==> src/logic/hps_pkg.sv <==
`default_nettype none
package hps_pkg;
    // timing in nanoseconds, converted to 125 MHz cycles
    localparam int unsigned CLK_PERIOD_NS      = 8;
    localparam int unsigned SETTLE_TIME_NS     = 1000000;    // priority settle time
    localparam int unsigned UNPLUG_TIME_NS     = 100000000;  // unplug emulation time
    localparam int unsigned SETTLE_CYCLES      = (SETTLE_TIME_NS + CLK_PERIOD_NS - 1) / CLK_PERIOD_NS;
    localparam int unsigned UNPLUG_CYCLES      = (UNPLUG_TIME_NS + CLK_PERIOD_NS - 1) / CLK_PERIOD_NS;
    localparam int unsigned TIMER_W            = 24;
    localparam int unsigned SYNC_STAGES        = 3;
    localparam logic [2:0]  SYNC_RESET         = 3'h0;
    localparam logic        PORT_A             = 1'h0;
    localparam logic        PORT_B             = 1'h1;

    // selector modes
    typedef enum logic [1:0] {
        HPS_SLEEP,
        HPS_FOLLOW,
        HPS_SETTLE,
        HPS_FORCE
    } hps_state_t;

    // synchronised input bundle
    typedef struct packed {
        logic detA;
        logic detB;
        logic prio;
        logic lowPwrReq;
    } hps_in_t;
endpackage
`default_nettype wire

==> src/logic/hps_selector.sv <==
`timescale 1ns/1ps
`default_nettype none
module hps_selector #(
    parameter int unsigned SETTLE_CYC = hps_pkg::SETTLE_CYCLES,
    parameter int unsigned UNPLUG_CYC = hps_pkg::UNPLUG_CYCLES
) (
    input  wire logic clk_sys,
    input  wire logic reset,
    input  wire logic clkEn,
    input  wire logic sinkDetectA,      // pin
    input  wire logic sinkDetectB,      // pin
    input  wire logic prioritySelect,   // pin: 0 prefers A
    input  wire logic lowPowerRequest,  // pin, low requests sleep
    output logic      sourceDetect,     // repeated detect level
    output logic      portSelB,         // 0 = port A, 1 = port B
    output logic      linkEnable,       // 1 drives link and aux, 0 high impedance
    output logic      lowPowerState     // 1 while asleep
);
    // how the selector is put together:
    //  - every pin passes three flip-flops; a level is taken only once the
    //    second and third stage agree, so a one-sample spike never counts
    //  - the clean levels drive one small state machine with four modes:
    //    asleep, following a port, letting the priority pin settle, and
    //    holding the source detect low to mimic an unplug
    //  - one shared countdown serves both the settle wait and the forced
    //    low, since the two never run at once
    //  - a second counter measures how long the selected detect has been
    //    low, which tells a sink interrupt from a real unplug
    //  - all four outputs are flops, so the source never sees a decode
    //    glitch; the cost is one more cycle of latency
    //  - pin to output latency is five to six cycles, far below any
    //    detect pulse a sink is allowed to send
    //  - low pulses shorter than the sync window may vanish; that is
    //    accepted because the source need not see them faithfully
    //  - the low-power pin does not clear the port choice: with a sink
    //    present the port stays selected and repeated, only the I/O rests
    //  - a low clock enable freezes every stage, synchronisers included,
    //    so a frozen block resumes exactly where it stopped

    // end points of the two counters, cut to the timer width on purpose;
    // the defaults fit, a longer time needs a wider timer
    localparam int unsigned   TW          = hps_pkg::TIMER_W;
    localparam logic [TW-1:0] SETTLE_LAST = TW'(SETTLE_CYC - 1);  // last settle count
    localparam logic [TW-1:0] UNPLUG_LAST = TW'(UNPLUG_CYC - 1);  // last forced-low count
    localparam logic [TW-1:0] UNPLUG_LIM  = TW'(UNPLUG_CYC);      // low time meaning unplug

    // three-stage synchronisers, stage 0 takes the pin
    logic [2:0]          sA_r;          // sink detect a
    logic [2:0]          sB_r;          // sink detect b
    logic [2:0]          sP_r;          // priority select
    logic [2:0]          sL_r;          // low-power request
    hps_pkg::hps_in_t    in_r;          // accepted levels
    hps_pkg::hps_state_t state_r;       // selector mode
    logic [TW-1:0]       lowCnt_r;      // how long the selected detect is low
    logic [TW-1:0]       tmr_r;         // settle / forced-low count
    logic                prioSeen_r;    // priority level last acted on
    logic                lowPwrPrev_r;  // accepted low-power level one cycle back

    // decoded views of the accepted levels
    logic                selDet;        // detect of the selected port
    logic                othDet;        // detect of the other port
    logic                prefB;         // priority pin prefers port b
    logic                prefDet;       // detect of the preferred port
    logic                bothHigh;      // both sinks present
    logic                oneHigh;       // exactly one sink present
    logic                noneHigh;      // no sink present
    // decisions shared by the state, port and timer processes
    logic                bypassHit;     // low-power fall during forced low
    logic                sleepHit;      // sleep request with no sink
    logic                lowExpired;    // selected low past the unplug time
    logic                unplugNow;     // last sink gone for good
    logic                swapNow;       // selected gone, other still present
    logic                prioMoved;     // priority differs from the acted level
    logic                lateArrival;   // both present, preferred not selected
    logic                settleAbort;   // priority change withdrawn
    logic                settleDone;    // settle wait over
    logic                forceDone;     // forced low over

    // input synchronisers feed only their next stage; three stages so that
    // the last two can be compared before a level is believed
    always_ff @(posedge clk_sys) begin
        if (reset) begin
            sA_r <= hps_pkg::SYNC_RESET;
            sB_r <= hps_pkg::SYNC_RESET;
            sP_r <= hps_pkg::SYNC_RESET;
            sL_r <= hps_pkg::SYNC_RESET;
        end else if (clkEn) begin
            sA_r <= {sA_r[1:0], sinkDetectA};
            sB_r <= {sB_r[1:0], sinkDetectB};
            sP_r <= {sP_r[1:0], prioritySelect};
            sL_r <= {sL_r[1:0], lowPowerRequest};
        end
    end

    // accept a level only once stages 1 and 2 agree; a disagreement keeps
    // the previous level, which filters a single unsettled sample
    always_ff @(posedge clk_sys) begin
        if (reset) begin
            in_r <= '0;                         // reads as asleep until pins arrive
        end else if (clkEn) begin
            if (sA_r[1] == sA_r[2]) begin
                in_r.detA <= sA_r[2];
            end
            if (sB_r[1] == sB_r[2]) begin
                in_r.detB <= sB_r[2];
            end
            if (sP_r[1] == sP_r[2]) begin
                in_r.prio <= sP_r[2];
            end
            if (sL_r[1] == sL_r[2]) begin
                in_r.lowPwrReq <= sL_r[2];
            end
        end
    end

    // decoded views of the accepted levels
    always_comb begin
        selDet   = portSelB ? in_r.detB : in_r.detA;
        othDet   = portSelB ? in_r.detA : in_r.detB;
        prefB    = in_r.prio;
        prefDet  = in_r.prio ? in_r.detB : in_r.detA;
        bothHigh = in_r.detA & in_r.detB;
        oneHigh  = in_r.detA ^ in_r.detB;
        noneHigh = ~(in_r.detA | in_r.detB);
    end

    // decisions that the state, port and timer processes must agree on;
    // keeping them in one place stops the three from drifting apart
    always_comb begin
        // a fall of the accepted low-power level while forcing low skips
        // the rest of the forced low
        bypassHit   = !in_r.lowPwrReq && lowPwrPrev_r && (state_r == hps_pkg::HPS_FORCE);
        // sleep request with no sink present
        sleepHit    = !in_r.lowPwrReq && noneHigh;
        lowExpired  = lowCnt_r >= UNPLUG_LIM;
        unplugNow   = noneHigh && lowExpired;
        swapNow     = !selDet && othDet && lowExpired;
        prioMoved   = prefB != prioSeen_r;
        lateArrival = bothHigh && (portSelB != prefB);
        settleAbort = !prioMoved || !bothHigh;
        settleDone  = tmr_r >= SETTLE_LAST;
        forceDone   = tmr_r >= UNPLUG_LAST;
    end

    // low-power level one cycle back, so that a fall can be told from a
    // low that is simply held; reset low to match the accepted level after reset
    always_ff @(posedge clk_sys) begin
        if (reset) begin
            lowPwrPrev_r <= 1'h0;
        end else if (clkEn) begin
            lowPwrPrev_r <= in_r.lowPwrReq;
        end
    end

    // low time of the selected detect, saturating so a long unplug never
    // wraps back into a short interrupt; cleared while asleep
    always_ff @(posedge clk_sys) begin
        if (reset) begin
            lowCnt_r <= '0;
        end else if (clkEn) begin
            if (selDet || state_r == hps_pkg::HPS_SLEEP) begin
                lowCnt_r <= '0;                 // present, or nothing to time
            end else if (lowCnt_r != '1) begin
                lowCnt_r <= lowCnt_r + 1'b1;    // still low, keep counting
            end
        end
    end

    // selector mode; the bypass outranks everything, then a sleep request
    always_ff @(posedge clk_sys) begin
        if (reset) begin
            state_r <= hps_pkg::HPS_SLEEP;
        end else if (clkEn) begin
            if (bypassHit) begin
                state_r <= hps_pkg::HPS_FOLLOW;
            end else if (sleepHit) begin
                state_r <= hps_pkg::HPS_SLEEP;
            end else begin
                unique case (state_r)
                    hps_pkg::HPS_SLEEP: begin
                        // wake on any present sink
                        if (bothHigh || oneHigh) begin
                            state_r <= hps_pkg::HPS_FOLLOW;
                        end
                    end
                    hps_pkg::HPS_FOLLOW: begin
                        if (unplugNow) begin
                            state_r <= hps_pkg::HPS_SLEEP;
                        end else if (swapNow) begin
                            state_r <= hps_pkg::HPS_FOLLOW;      // port swaps, mode stays
                        end else if (bothHigh && prioMoved) begin
                            state_r <= hps_pkg::HPS_SETTLE;
                        end else if (lateArrival) begin
                            state_r <= hps_pkg::HPS_FORCE;
                        end
                        // the other port counts only once the selected one is gone, or when it is the preferred one
                    end
                    hps_pkg::HPS_SETTLE: begin
                        if (settleAbort) begin
                            state_r <= hps_pkg::HPS_FOLLOW;      // glitch ignored
                        end else if (settleDone) begin
                            state_r <= hps_pkg::HPS_FORCE;
                        end
                    end
                    hps_pkg::HPS_FORCE: begin
                        if (noneHigh) begin
                            state_r <= hps_pkg::HPS_SLEEP;       // nobody left to switch to
                        end else if (prefDet && forceDone) begin
                            state_r <= hps_pkg::HPS_FOLLOW;
                        end
                    end
                endcase
            end
        end
    end

    // selected port and the priority level it was chosen under; a port is
    // taken only while its detect is present, except on the bypass, which takes the preferred port unchecked
    always_ff @(posedge clk_sys) begin
        if (reset) begin
            portSelB   <= hps_pkg::PORT_A;
            prioSeen_r <= 1'h0;
        end else if (clkEn) begin
            if (bypassHit) begin
                portSelB   <= prefB;                     // jump straight over
                prioSeen_r <= prefB;
            end else if (!sleepHit) begin
                unique case (state_r)
                    hps_pkg::HPS_SLEEP: begin
                        if (bothHigh) begin
                            portSelB   <= prefB;
                            prioSeen_r <= prefB;
                        end else if (oneHigh) begin
                            portSelB   <= in_r.detB;     // the one present
                            prioSeen_r <= prefB;
                        end
                    end
                    hps_pkg::HPS_FOLLOW: begin
                        if (!unplugNow && swapNow) begin
                            portSelB   <= ~portSelB;
                            prioSeen_r <= prefB;
                        end
                    end
                    hps_pkg::HPS_SETTLE: begin
                        // the port holds while the pin settles
                    end
                    hps_pkg::HPS_FORCE: begin
                        if (!noneHigh && prefDet && forceDone) begin
                            portSelB   <= prefB;
                            prioSeen_r <= prefB;
                        end
                    end
                endcase
            end
        end
    end

    // shared countdown; settle and forced low never overlap, which saves a
    // second wide counter; it rests at zero outside those two modes
    always_ff @(posedge clk_sys) begin
        if (reset) begin
            tmr_r <= '0;
        end else if (clkEn) begin
            if (bypassHit || sleepHit) begin
                tmr_r <= '0;
            end else begin
                unique case (state_r)
                    hps_pkg::HPS_SLEEP: begin
                        tmr_r <= '0;
                    end
                    hps_pkg::HPS_FOLLOW: begin
                        tmr_r <= '0;                     // every wait starts from zero
                    end
                    hps_pkg::HPS_SETTLE: begin
                        if (settleDone) begin
                            tmr_r <= '0;                 // forced low starts afresh
                        end else if (!settleAbort) begin
                            tmr_r <= tmr_r + 1'b1;
                        end
                    end
                    hps_pkg::HPS_FORCE: begin
                        if (!prefDet) begin
                            tmr_r <= '0;                 // preferred dipped: start over
                        end else if (!forceDone) begin
                            tmr_r <= tmr_r + 1'b1;
                        end
                    end
                endcase
            end
        end
    end

    // registered outputs, so the pins never show a decode glitch; short
    // lows pass through with the fixed sync latency only
    always_ff @(posedge clk_sys) begin
        if (reset) begin
            sourceDetect  <= 1'h0;              // source sees no sink
            linkEnable    <= 1'h0;              // link and aux released
            lowPowerState <= 1'h1;              // wake only on a detect
        end else if (clkEn) begin
            // forced low and sleep both hold the source detect down
            sourceDetect  <= (state_r == hps_pkg::HPS_FOLLOW
                              || state_r == hps_pkg::HPS_SETTLE) && selDet;
            // a low request keeps the I/O released even with a port in use
            lowPowerState <= (state_r == hps_pkg::HPS_SLEEP) || !in_r.lowPwrReq;
            linkEnable    <= (state_r != hps_pkg::HPS_SLEEP) && in_r.lowPwrReq;
        end
    end
endmodule
`default_nettype wire

==> config.mk <==
export PLATFORM = sky130hd
export DESIGN_NAME = hps_selector
export DESIGN_NICKNAME = d
export VERILOG_FILES = /design/src/logic/hps_pkg.sv /design/src/logic/hps_selector.sv
export SDC_FILE = /design/constraint.sdc
export NUM_CORES = 1
export LEC_CHECK = 0
export BUFFER_PORTS_ARGS = -buffer_cell sky130_fd_sc_hd__buf_2
export CELL_PAD_IN_SITES_DETAIL_PLACEMENT = 0
export CELL_PAD_IN_SITES_GLOBAL_PLACEMENT = 1
export CORE_AREA = 2 2 103 105
export CTS_CLUSTER_DIAMETER = 200
export CTS_CLUSTER_SIZE = 28
export DETAILED_ROUTE_END_ITERATION = 16
export DIE_AREA = 0 0 105 107
export PLACE_DENSITY_LB_ADDON = 0.15
export SYNTH_ARGS = -nofsm -noshare
export SYNTH_HDL_FRONTEND = slang
export SYNTH_SLANG_ARGS = --single-unit
==> constraint.sdc <==
create_clock -name clk_sys -period 2.9 [get_ports clk_sys]
set_input_delay 0.29 -clock clk_sys [delete_from_list [all_inputs] [get_ports clk_sys]]
set_output_delay 0.29 -clock clk_sys [all_outputs]
set_load 0.05 [all_outputs]
# == Yosys cells after proc, flatten, opt, wreduce, memory -nomap -nowiden ==
# Cells that the tools add are included.
# W data, S select, Z words.
# op_classes
add_sub_neg,2
order_cmp,3
n_eq_ne,20
muxes,36
bitwise_logic,5
n_reduce_logical,38
# op_table
cell,count
$mux W24,7
$pmux W24 S3,1
$add A24 B1 Y24 const B,2
$ge A24 B24 Y1 const B,2
$ge A24 B17 Y1 const B,1
$ne A24 B24 Y1 const B,1
$mux W2,11
$logic_and A1 B1 Y1,14
$mux W1,14
$ne A4 B4 Y1 const B,3
$reduce_and A2 Y1,5
$pmux W2 S4,1
$ne A7 B7 Y1 const B,1
$logic_or A1 B1 Y1,6
$pmux W1 S3,2
$reduce_and A6 Y1,1
$logic_not A1 Y1,5
$ne A5 B4 Y1 const B,1
$ne A5 B5 Y1 const B,1
$reduce_and A5 Y1,1
$eq A1 B1 Y1,4
$eq A2 B2 Y1 const B,2
$ne A4 B3 Y1 const B,1
$reduce_bool A2 Y1,2
other kinds (13),15
# totals
reg_bits,72
inputBits,7
output_inout_bits,4
wordCells,121

# == Longest topological paths before layout ==
# Gate-level depths: netlist (run 1).
# depth
depth_word,9
ltp_mapped,10
ltp_nobuf,7

# == Least setup slack after synthesis (run 1) ==
# Ideal clock, no wire load.
# synth_timing
kind,reg2reg
start,register tmr_r[0]
end,register tmr_r[16]
setup_ns,0.132
arrival_time_ns,2.152
required_ns,2.768
slack_ns,0.616
path_stages_with_launch,10
path_buffers,2
synth_period_minus_slack_ns,2.284
cell_sequence,dfxtp_1 -> ha_1 -> a2111oi_0 -> o2111a_1 -> o2111ai_2 -> buf_4 -> o221a_2 -> buf_4 -> a41oi_1 -> nor3_1
# synth_between
elab_chain_len,5
elab_cells_between_ends,12
classes_between,1 x add/sub; 2 x order compare; 2 x eq/ne; 6 x mux; 1 x reduce/logical
# synth_rtl
element,line,source
start: declaration,hps_selector.sv:55,logic [TW-1:0] tmr_r;
start signal: assignment,hps_selector.sv:278,tmr_r <= tmr_r + 1'b1;
start signal: assignment,hps_selector.sv:285,tmr_r <= tmr_r + 1'b1;
$add A24 B1 Y24,"hps_selector.sv:278, hps_selector.sv:285",
$mux W24 (on tied branches),"hps_selector.sv:284, hps_selector.sv:277",
$mux W24 (on tied branches),"hps_selector.sv:282, hps_selector.sv:275",
$pmux W24 S3,hps_selector.sv:267,unique case (state_r)
$mux W24,hps_selector.sv:264,if (bypassHit || sleepHit) begin
# Several ways; a longest one is shown, not always the timed one. The select of a mux whose other input is x is not followed.
# A chain may end at the register's enable or synchronous reset.

# == Worst setup path after layout (run 1) ==
# layout_timing
start,register tmr_r[0]
end,register tmr_r[8]
# The elaborated chain is that of the path after synthesis.

==> results.txt, run 1 <==
Yosys reg bits: 72
Filler Cell Count: 1053
# DRC: 0
synthesized-area fraction occupied by adder cells: 2.55%
post-synthesis xor/xnor area fraction: 5.36%
worst-case reg-to-reg path depth: 8
global-route wire length before repair: 16.2 mm
switching share of power: 20.1%
synthesized area per cell: 8.00 µm²
Clock Path Buffers: 2
Comb pwr share: 3.4%
Syn-to-layout area delta: 12.3%
Async SR Flop Fraction: 0%
core area: 0.0101 mm²
Root Driver: clkbuf_8
max_cap viols: 0
Seq/Total Area, Yosys: 36.8%
f_max: 377 MHz
largest family of logic cells by synthesized area: simple AND/OR/NAND/NOR gates
Crit-path slowest cell: a2111oi_0
CP Launch Type: flip-flop
CTS H-tree depth: 3
run status: finished, final reports clean
worst path setup slack after routing: 0.247 ns
Synth Cell Area: 0.00392 mm²
GP Congestion: 0.792
VDD IR max: 0.242 mV
Fin. Hold Viols: 0
Worst slew margin: 65.1%
CP Class: reg -> reg
HPWL after DPL: 6.51 mm
I/O Buffers: 10
Leak Pwr: 1.48 nW
Period Utilization, post-route: 91.5%
post-synth cell types: 57
Switch Pwr: 443 µW
clock power share: 51.4%
Resized Gates After CTS: 0
grt ovf: 0
Worst Setup End Kind: flip-flop
pwr/cell area: 501 mW/mm²
fin crit period: 2.65 ns
antenna violations before repair: 0
CTS Hold Bufs: 0
Hold Path Sink: sB_r[0]
reg2reg setup slack: 0.25 ns
Post-Place Setup Slack: 0.286 ns
DRT Pass-1 Iters: 4
Ant. Diodes: 0
clock skew: 0.0102 ns
CP Max Fanout: 13
syn nets: 505
Die H: 107 µm
Routed Antenna Nets: 0
Worst EP required: 3.11 ns
worst hold path startpoint: sinkDetectB
total I/O pin count: 11
Die W: 105 µm
# setup viols final: 0
clock latency on the worst-skew pair: 0.35 ns
share of cells above drive strength 1: 10.4%
Post-synth EDFFs: 0
Initial Utilization: 38.9%
hold depth: 3
mux contribution to synthesized area: 3.38%
num rows: 37
ys flop type: dfxtp_1
RSZ-0062 raised after global routing: false
RR Endpoint: tmr_r[8]
Total Power: 2.21 mW
Synth Area in Compound Gates: 19.1%
crit-path cells: ha_1 > a2111oi_0 > o2111a_1 > o2111ai_2 > o221a_2 > nand2_1 > buf_4 > o32ai_1
Worst Path Buf+Inv: 1
max-slew violation count: 0
Hold Crit Class: in -> reg
Sequential Power Share: 45.2%
fin nets: 512
clock input transition at the sequential cells of the worst setup and hold paths: 0.08 ns
Crit path largest cell delay: 0.50 ns
All-Layer GR Usage: 17.7%
actual slew at the worst max-slew pin: 0.510 ns
Finished Core Util: 43.6%
Sink Count: 72
Yosys Warn Count: 0
register area: 0.00144 mm²
worst r2r src: tmr_r[0]
CTS Buf Count: 9
vias in the first global route: 3268
WL/cell: 14.8 µm
CTS tree: built
Simple-Gate Fraction of Synth Area: 27.7%
iteration-0 DRC count of the detailed router: 146
Die Area: 0.0112 mm²
P_int: 1.76 mW
setup repair bufs after CTS: 0
Worst path top cell family by delay: compound AO/OA/AOI/OAI gates
final WL: 9.47 mm
via count: 3516
setup tns final: 0 ns
Multi-input gate area: 0.00228 mm²
Via-to-Cell Ratio: 5.51
Worst EP arrival: 2.86 ns
Mapped Cells: 490
largest net degree at the start of global routing: 29
final cells by class:
| cell class | count | share of cell area [%] |
|---|---|---|
| Sequential cell | 72 | 32.7 |
| Multi-Input combinational cell | 369 | 51.7 |
| Inverter | 21 | 1.79 |
| Clock buffer | 10 | 2.90 |
| Timing Repair Buffer | 24 | 3.52 |
| Clock inverter | 6 | 3.52 |
| Tap cell | 136 | 3.86 |
registers in the layout, indices dropped and copies added (netlist names):
register	count
lowCnt_r	24
tmr_r	24
in_r	3
sA_r	3
sB_r	3
sL_r	3
sP_r	3
state_r	2
linkEnable	1
lowPowerState	1
lowPwrPrev_r	1
portSelB	1
prefB	1
prioSeen_r	1
sourceDetect	1
synthesized netlist by cell type (all sizes together) (2+ instances only):
master	n	area [µm²]
nand2	37	139
a21oi	43	215
or3	16	100
a211oi	4	30.0
clkbuf	19	71.3
or4	2	15.0
or2	5	31.3
o211ai	2	15.0
o21ai	18	90.1
nor2b	5	31.3
a32o	3	30.0
nand3	25	125
nand4b	5	43.8
xnor2	3	26.3
mux2i	11	110
buf	9	53.8
dfxtp	72	1440
nand2b	5	31.3
mux2	2	22.5
nand3b	2	15.0
xor2	21	184
a21o	2	15.0
and4	6	52.6
and3	4	25.0
a21bo	2	20.0
o22ai	2	12.5
nand4	20	125
and2	7	43.8
nor3	10	50.1
ha	8	100
nor4	2	12.5
a2111oi	2	17.5
inv	21	78.8
o221ai	4	41.3
o32ai	13	114
nor2	60	225
worst min-delay path, cell delays in order:
cell and delay (ns):
buf_2 0.07, mux2i_1 0.05, nor2_1 0.07
per-layer routing:
layer / vias up / GRT usage [%] / part of all wire (%)
li1: 1789 / - / -
met1: 1643 / 24.4 / 49
met2: 75 / 28.1 / 45
met3: 9 / 3.83 / 4.3
met4: 0 / 4.38 / 0.92
met5: - / 0 / 0
cells in the final DEF (no fill, tap or decap), types with 10 or more instances in the layout:
master and count:
dfxtp_1 72, nor2_1 60, a21oi_1 43, nand2_1 37, nand3_1 25, inv_1 21, xor2_1 21, nand4_1 20
o21ai_0 18, or3_1 16, buf_4 14, o32ai_1 13, mux2i_1 11, nor3_1 10, buf_2 10
how the worst max path moves through the flow:
stage / slack, ns / depth (start not counted) / startpoint / endpoint
2_1_floorplan: 0.62 / 9 / tmr_r[0] / tmr_r[16]
3_3_place_gp: 0.37 / 8 / tmr_r[0] / tmr_r[7]
3_5_place_dp: 0.29 / 8 / tmr_r[0] / tmr_r[3]
4_1_cts: 0.26 / 8 / tmr_r[0] / tmr_r[3]
5_1_grt: 0.01 / 9 / tmr_r[0] / tmr_r[6]
6_report: 0.25 / 8 / tmr_r[0] / tmr_r[8]
power groups by stage:
stage	registers (mW)	logic, mW	clock network (mW)
global route	0.999	0.0844	1.21
detailed placement	1.02	0.0758	0
floorplan	1.02	0.0534	0
CTS	0.998	0.0760	1.16
finish	0.998	0.0749	1.13
global placement	1.02	0.0749	0
cell families (layout without fill, tap and decap cells):
| group | Yosys count | after routing |
|---|---|---|
| buffers and inverters | 49 | 61 |
| flip-flops | 72 | 72 |
| multiplexers | 13 | 13 |
| XOR/XNOR | 24 | 24 |
| AO/OA/AOI/OAI | 111 | 111 |
| AND/OR/NAND/NOR | 213 | 213 |
| adder cells (fa/ha/maj) | 8 | 8 |
through the flow:
step / std cells / hold slack (ns) / instance area [µm²]
floorplan: 490 / 0.437 / 3920
global placement: 622 / 0.453 / 4120
detailed placement: 622 / 0.457 / 4120
CTS: 638 / 0.169 / 4400
global route: 638 / 0.193 / 4400
finish: 638 / 0.176 / 4400
Note: power is estimated with default switching activity, not from simulation.
==> run 2: changes to the inputs <==
CORE_AREA = 2 2 95 97   (was 2 2 103 105)
DIE_AREA = 0 0 97 99   (was 0 0 105 107)
==> results.txt, run 2 (synthesized netlist as in run 1, its figures left out) <==
Routed Antenna Nets: 0
setup tns final: 0 ns
Critical Path Source: tmr_r[0]
clock skew: 0.0114 ns
HPWL after DPL: 6.31 mm
Via-to-Cell Ratio: 5.76
Worst EP arrival: 2.79 ns
CTS Hold Bufs: 0
CTS H-tree depth: 3
setup repair bufs after CTS: 0
most frequent cells in the layout: dfxtp_1, nor2_1, a21oi_1
Worst Setup End Kind: flip-flop
global-route wire length before repair: 15.9 mm
DRT Pass-1 Iters: 4
f_max: 397 MHz
Total Power: 1.87 mW
largest net degree at the start of global routing: 30
# setup viols final: 0
antenna violations before repair: 0
All-Layer GR Usage: 19.8%
max_cap viols: 0
share of cells above drive strength 1: 10.4%
clock latency on the worst-skew pair: 0.35 ns
core area: 0.00855 mm²
I/O Buffers: 10
max-slew violation count: 0
Worst slew margin: 65.4%
num rows: 34
WL/cell: 14.9 µm
fin crit period: 2.52 ns
Initial Utilization: 45.9%
worst r2r src: tmr_r[0]
CP Launch Type: flip-flop
CTS tree: built
Clock Path Buffers: 2
Die H: 99 µm
worst hold path startpoint: sinkDetectA
Top Registers: lowCnt_r (24), tmr_r (24)
Die Area: 0.00960 mm²
Filler Cell Count: 857
RSZ-0062 raised after global routing: false
Hold Crit Class: in -> reg
actual slew at the worst max-slew pin: 0.505 ns
final WL: 9.09 mm
clock input transition at the sequential cells of the worst setup and hold paths: 0.08 ns
Die W: 97 µm
most common library cell in the layout ignoring fill and taps: dfxtp_1
Period Utilization, post-route: 86.8%
CP Max Fanout: 8
Worst EP required: 3.17 ns
CP Class: reg -> reg
Syn-to-layout area delta: 9.25%
pwr/cell area: 437 mW/mm²
via count: 3514
grt ovf: 0
Fin. Hold Viols: 0
total I/O pin count: 11
GP Congestion: 0.846
Leak Pwr: 1.42 nW
CTS Buf Count: 9
run status: finished, final reports clean
Resized Gates After CTS: 0
iteration-0 DRC count of the detailed router: 125
VDD IR max: 0.263 mV
fin nets: 512
Sink Count: 72
vias in the first global route: 3298
# DRC: 0
Root Driver: clkbuf_8
Ant. Diodes: 0
run 2: cell count changes in the layout (fill, tap and decap cells not counted), sizes merged:
cell / delta
clkinvlp: +3
bufinv: -4
clkinv: +1
run 2: stage by stage:
step	hold WS [ns]	setup slack, ns	instances	utilization (%)	area, µm²
final	0.175	0.384	610	50.1	4280
after global routing	0.182	0.168	610	50.1	4280
after CTS	0.154	0.373	610	50.1	4280
after detailed placement	0.465	0.398	594	47.8	4090
after global placement	0.450	0.469	594	47.8	4090
after floorplan	0.437	0.616	490	-	3920
run 2: layer usage:
layer | global-route usage, % | wire length, µm | vias to the layer above
li1 | - | - | 1782
met1 | 27.4 | 4540 | 1661
met2 | 31.3 | 4120 | 67
met3 | 4.26 | 364 | 4
met4 | 5.53 | 58 | 0
met5 | 0 | 0 | -
run 2: power breakdown:
part | internal (mW) | switching (mW)
Sequential | 0.995 | 0.00382
Clock | 0.400 | 0.398
Combinational | 0.0253 | 0.0486
Total | 1.42 | 0.451
run 2: layout make-up:
class                   count  area [µm²]  share of cell area, %
clock buffers              10         128                   2.98
inverters                  21        78.8                   1.84
clock inverters             6        70.1                   1.64
well taps                 108         135                   3.15
repair buffers             24         155                   3.62
flip-flops and latches     72        1440                   33.6
multi-input cells         369        2280                   53.1
run 2: worst max-delay path, cell delays in order (launching register included):
cell and delay (ns):
dfxtp_1 0.35, ha_1 0.26, a2111oi_0 0.45, o2111a_1 0.25, o2111ai_2 0.26, and2_1 0.27, or4_1 0.47, a21oi_1 0.15
run 2: final timing paths:
kind,slack [ns],end,cells after the start
worst max-delay path,0.38,tmr_r[15],7
worst min-delay path,0.18,sA_r[0],3
worst max register to register,0.38,tmr_r[15],7
worst min register to register,0.47,sourceDetect,2
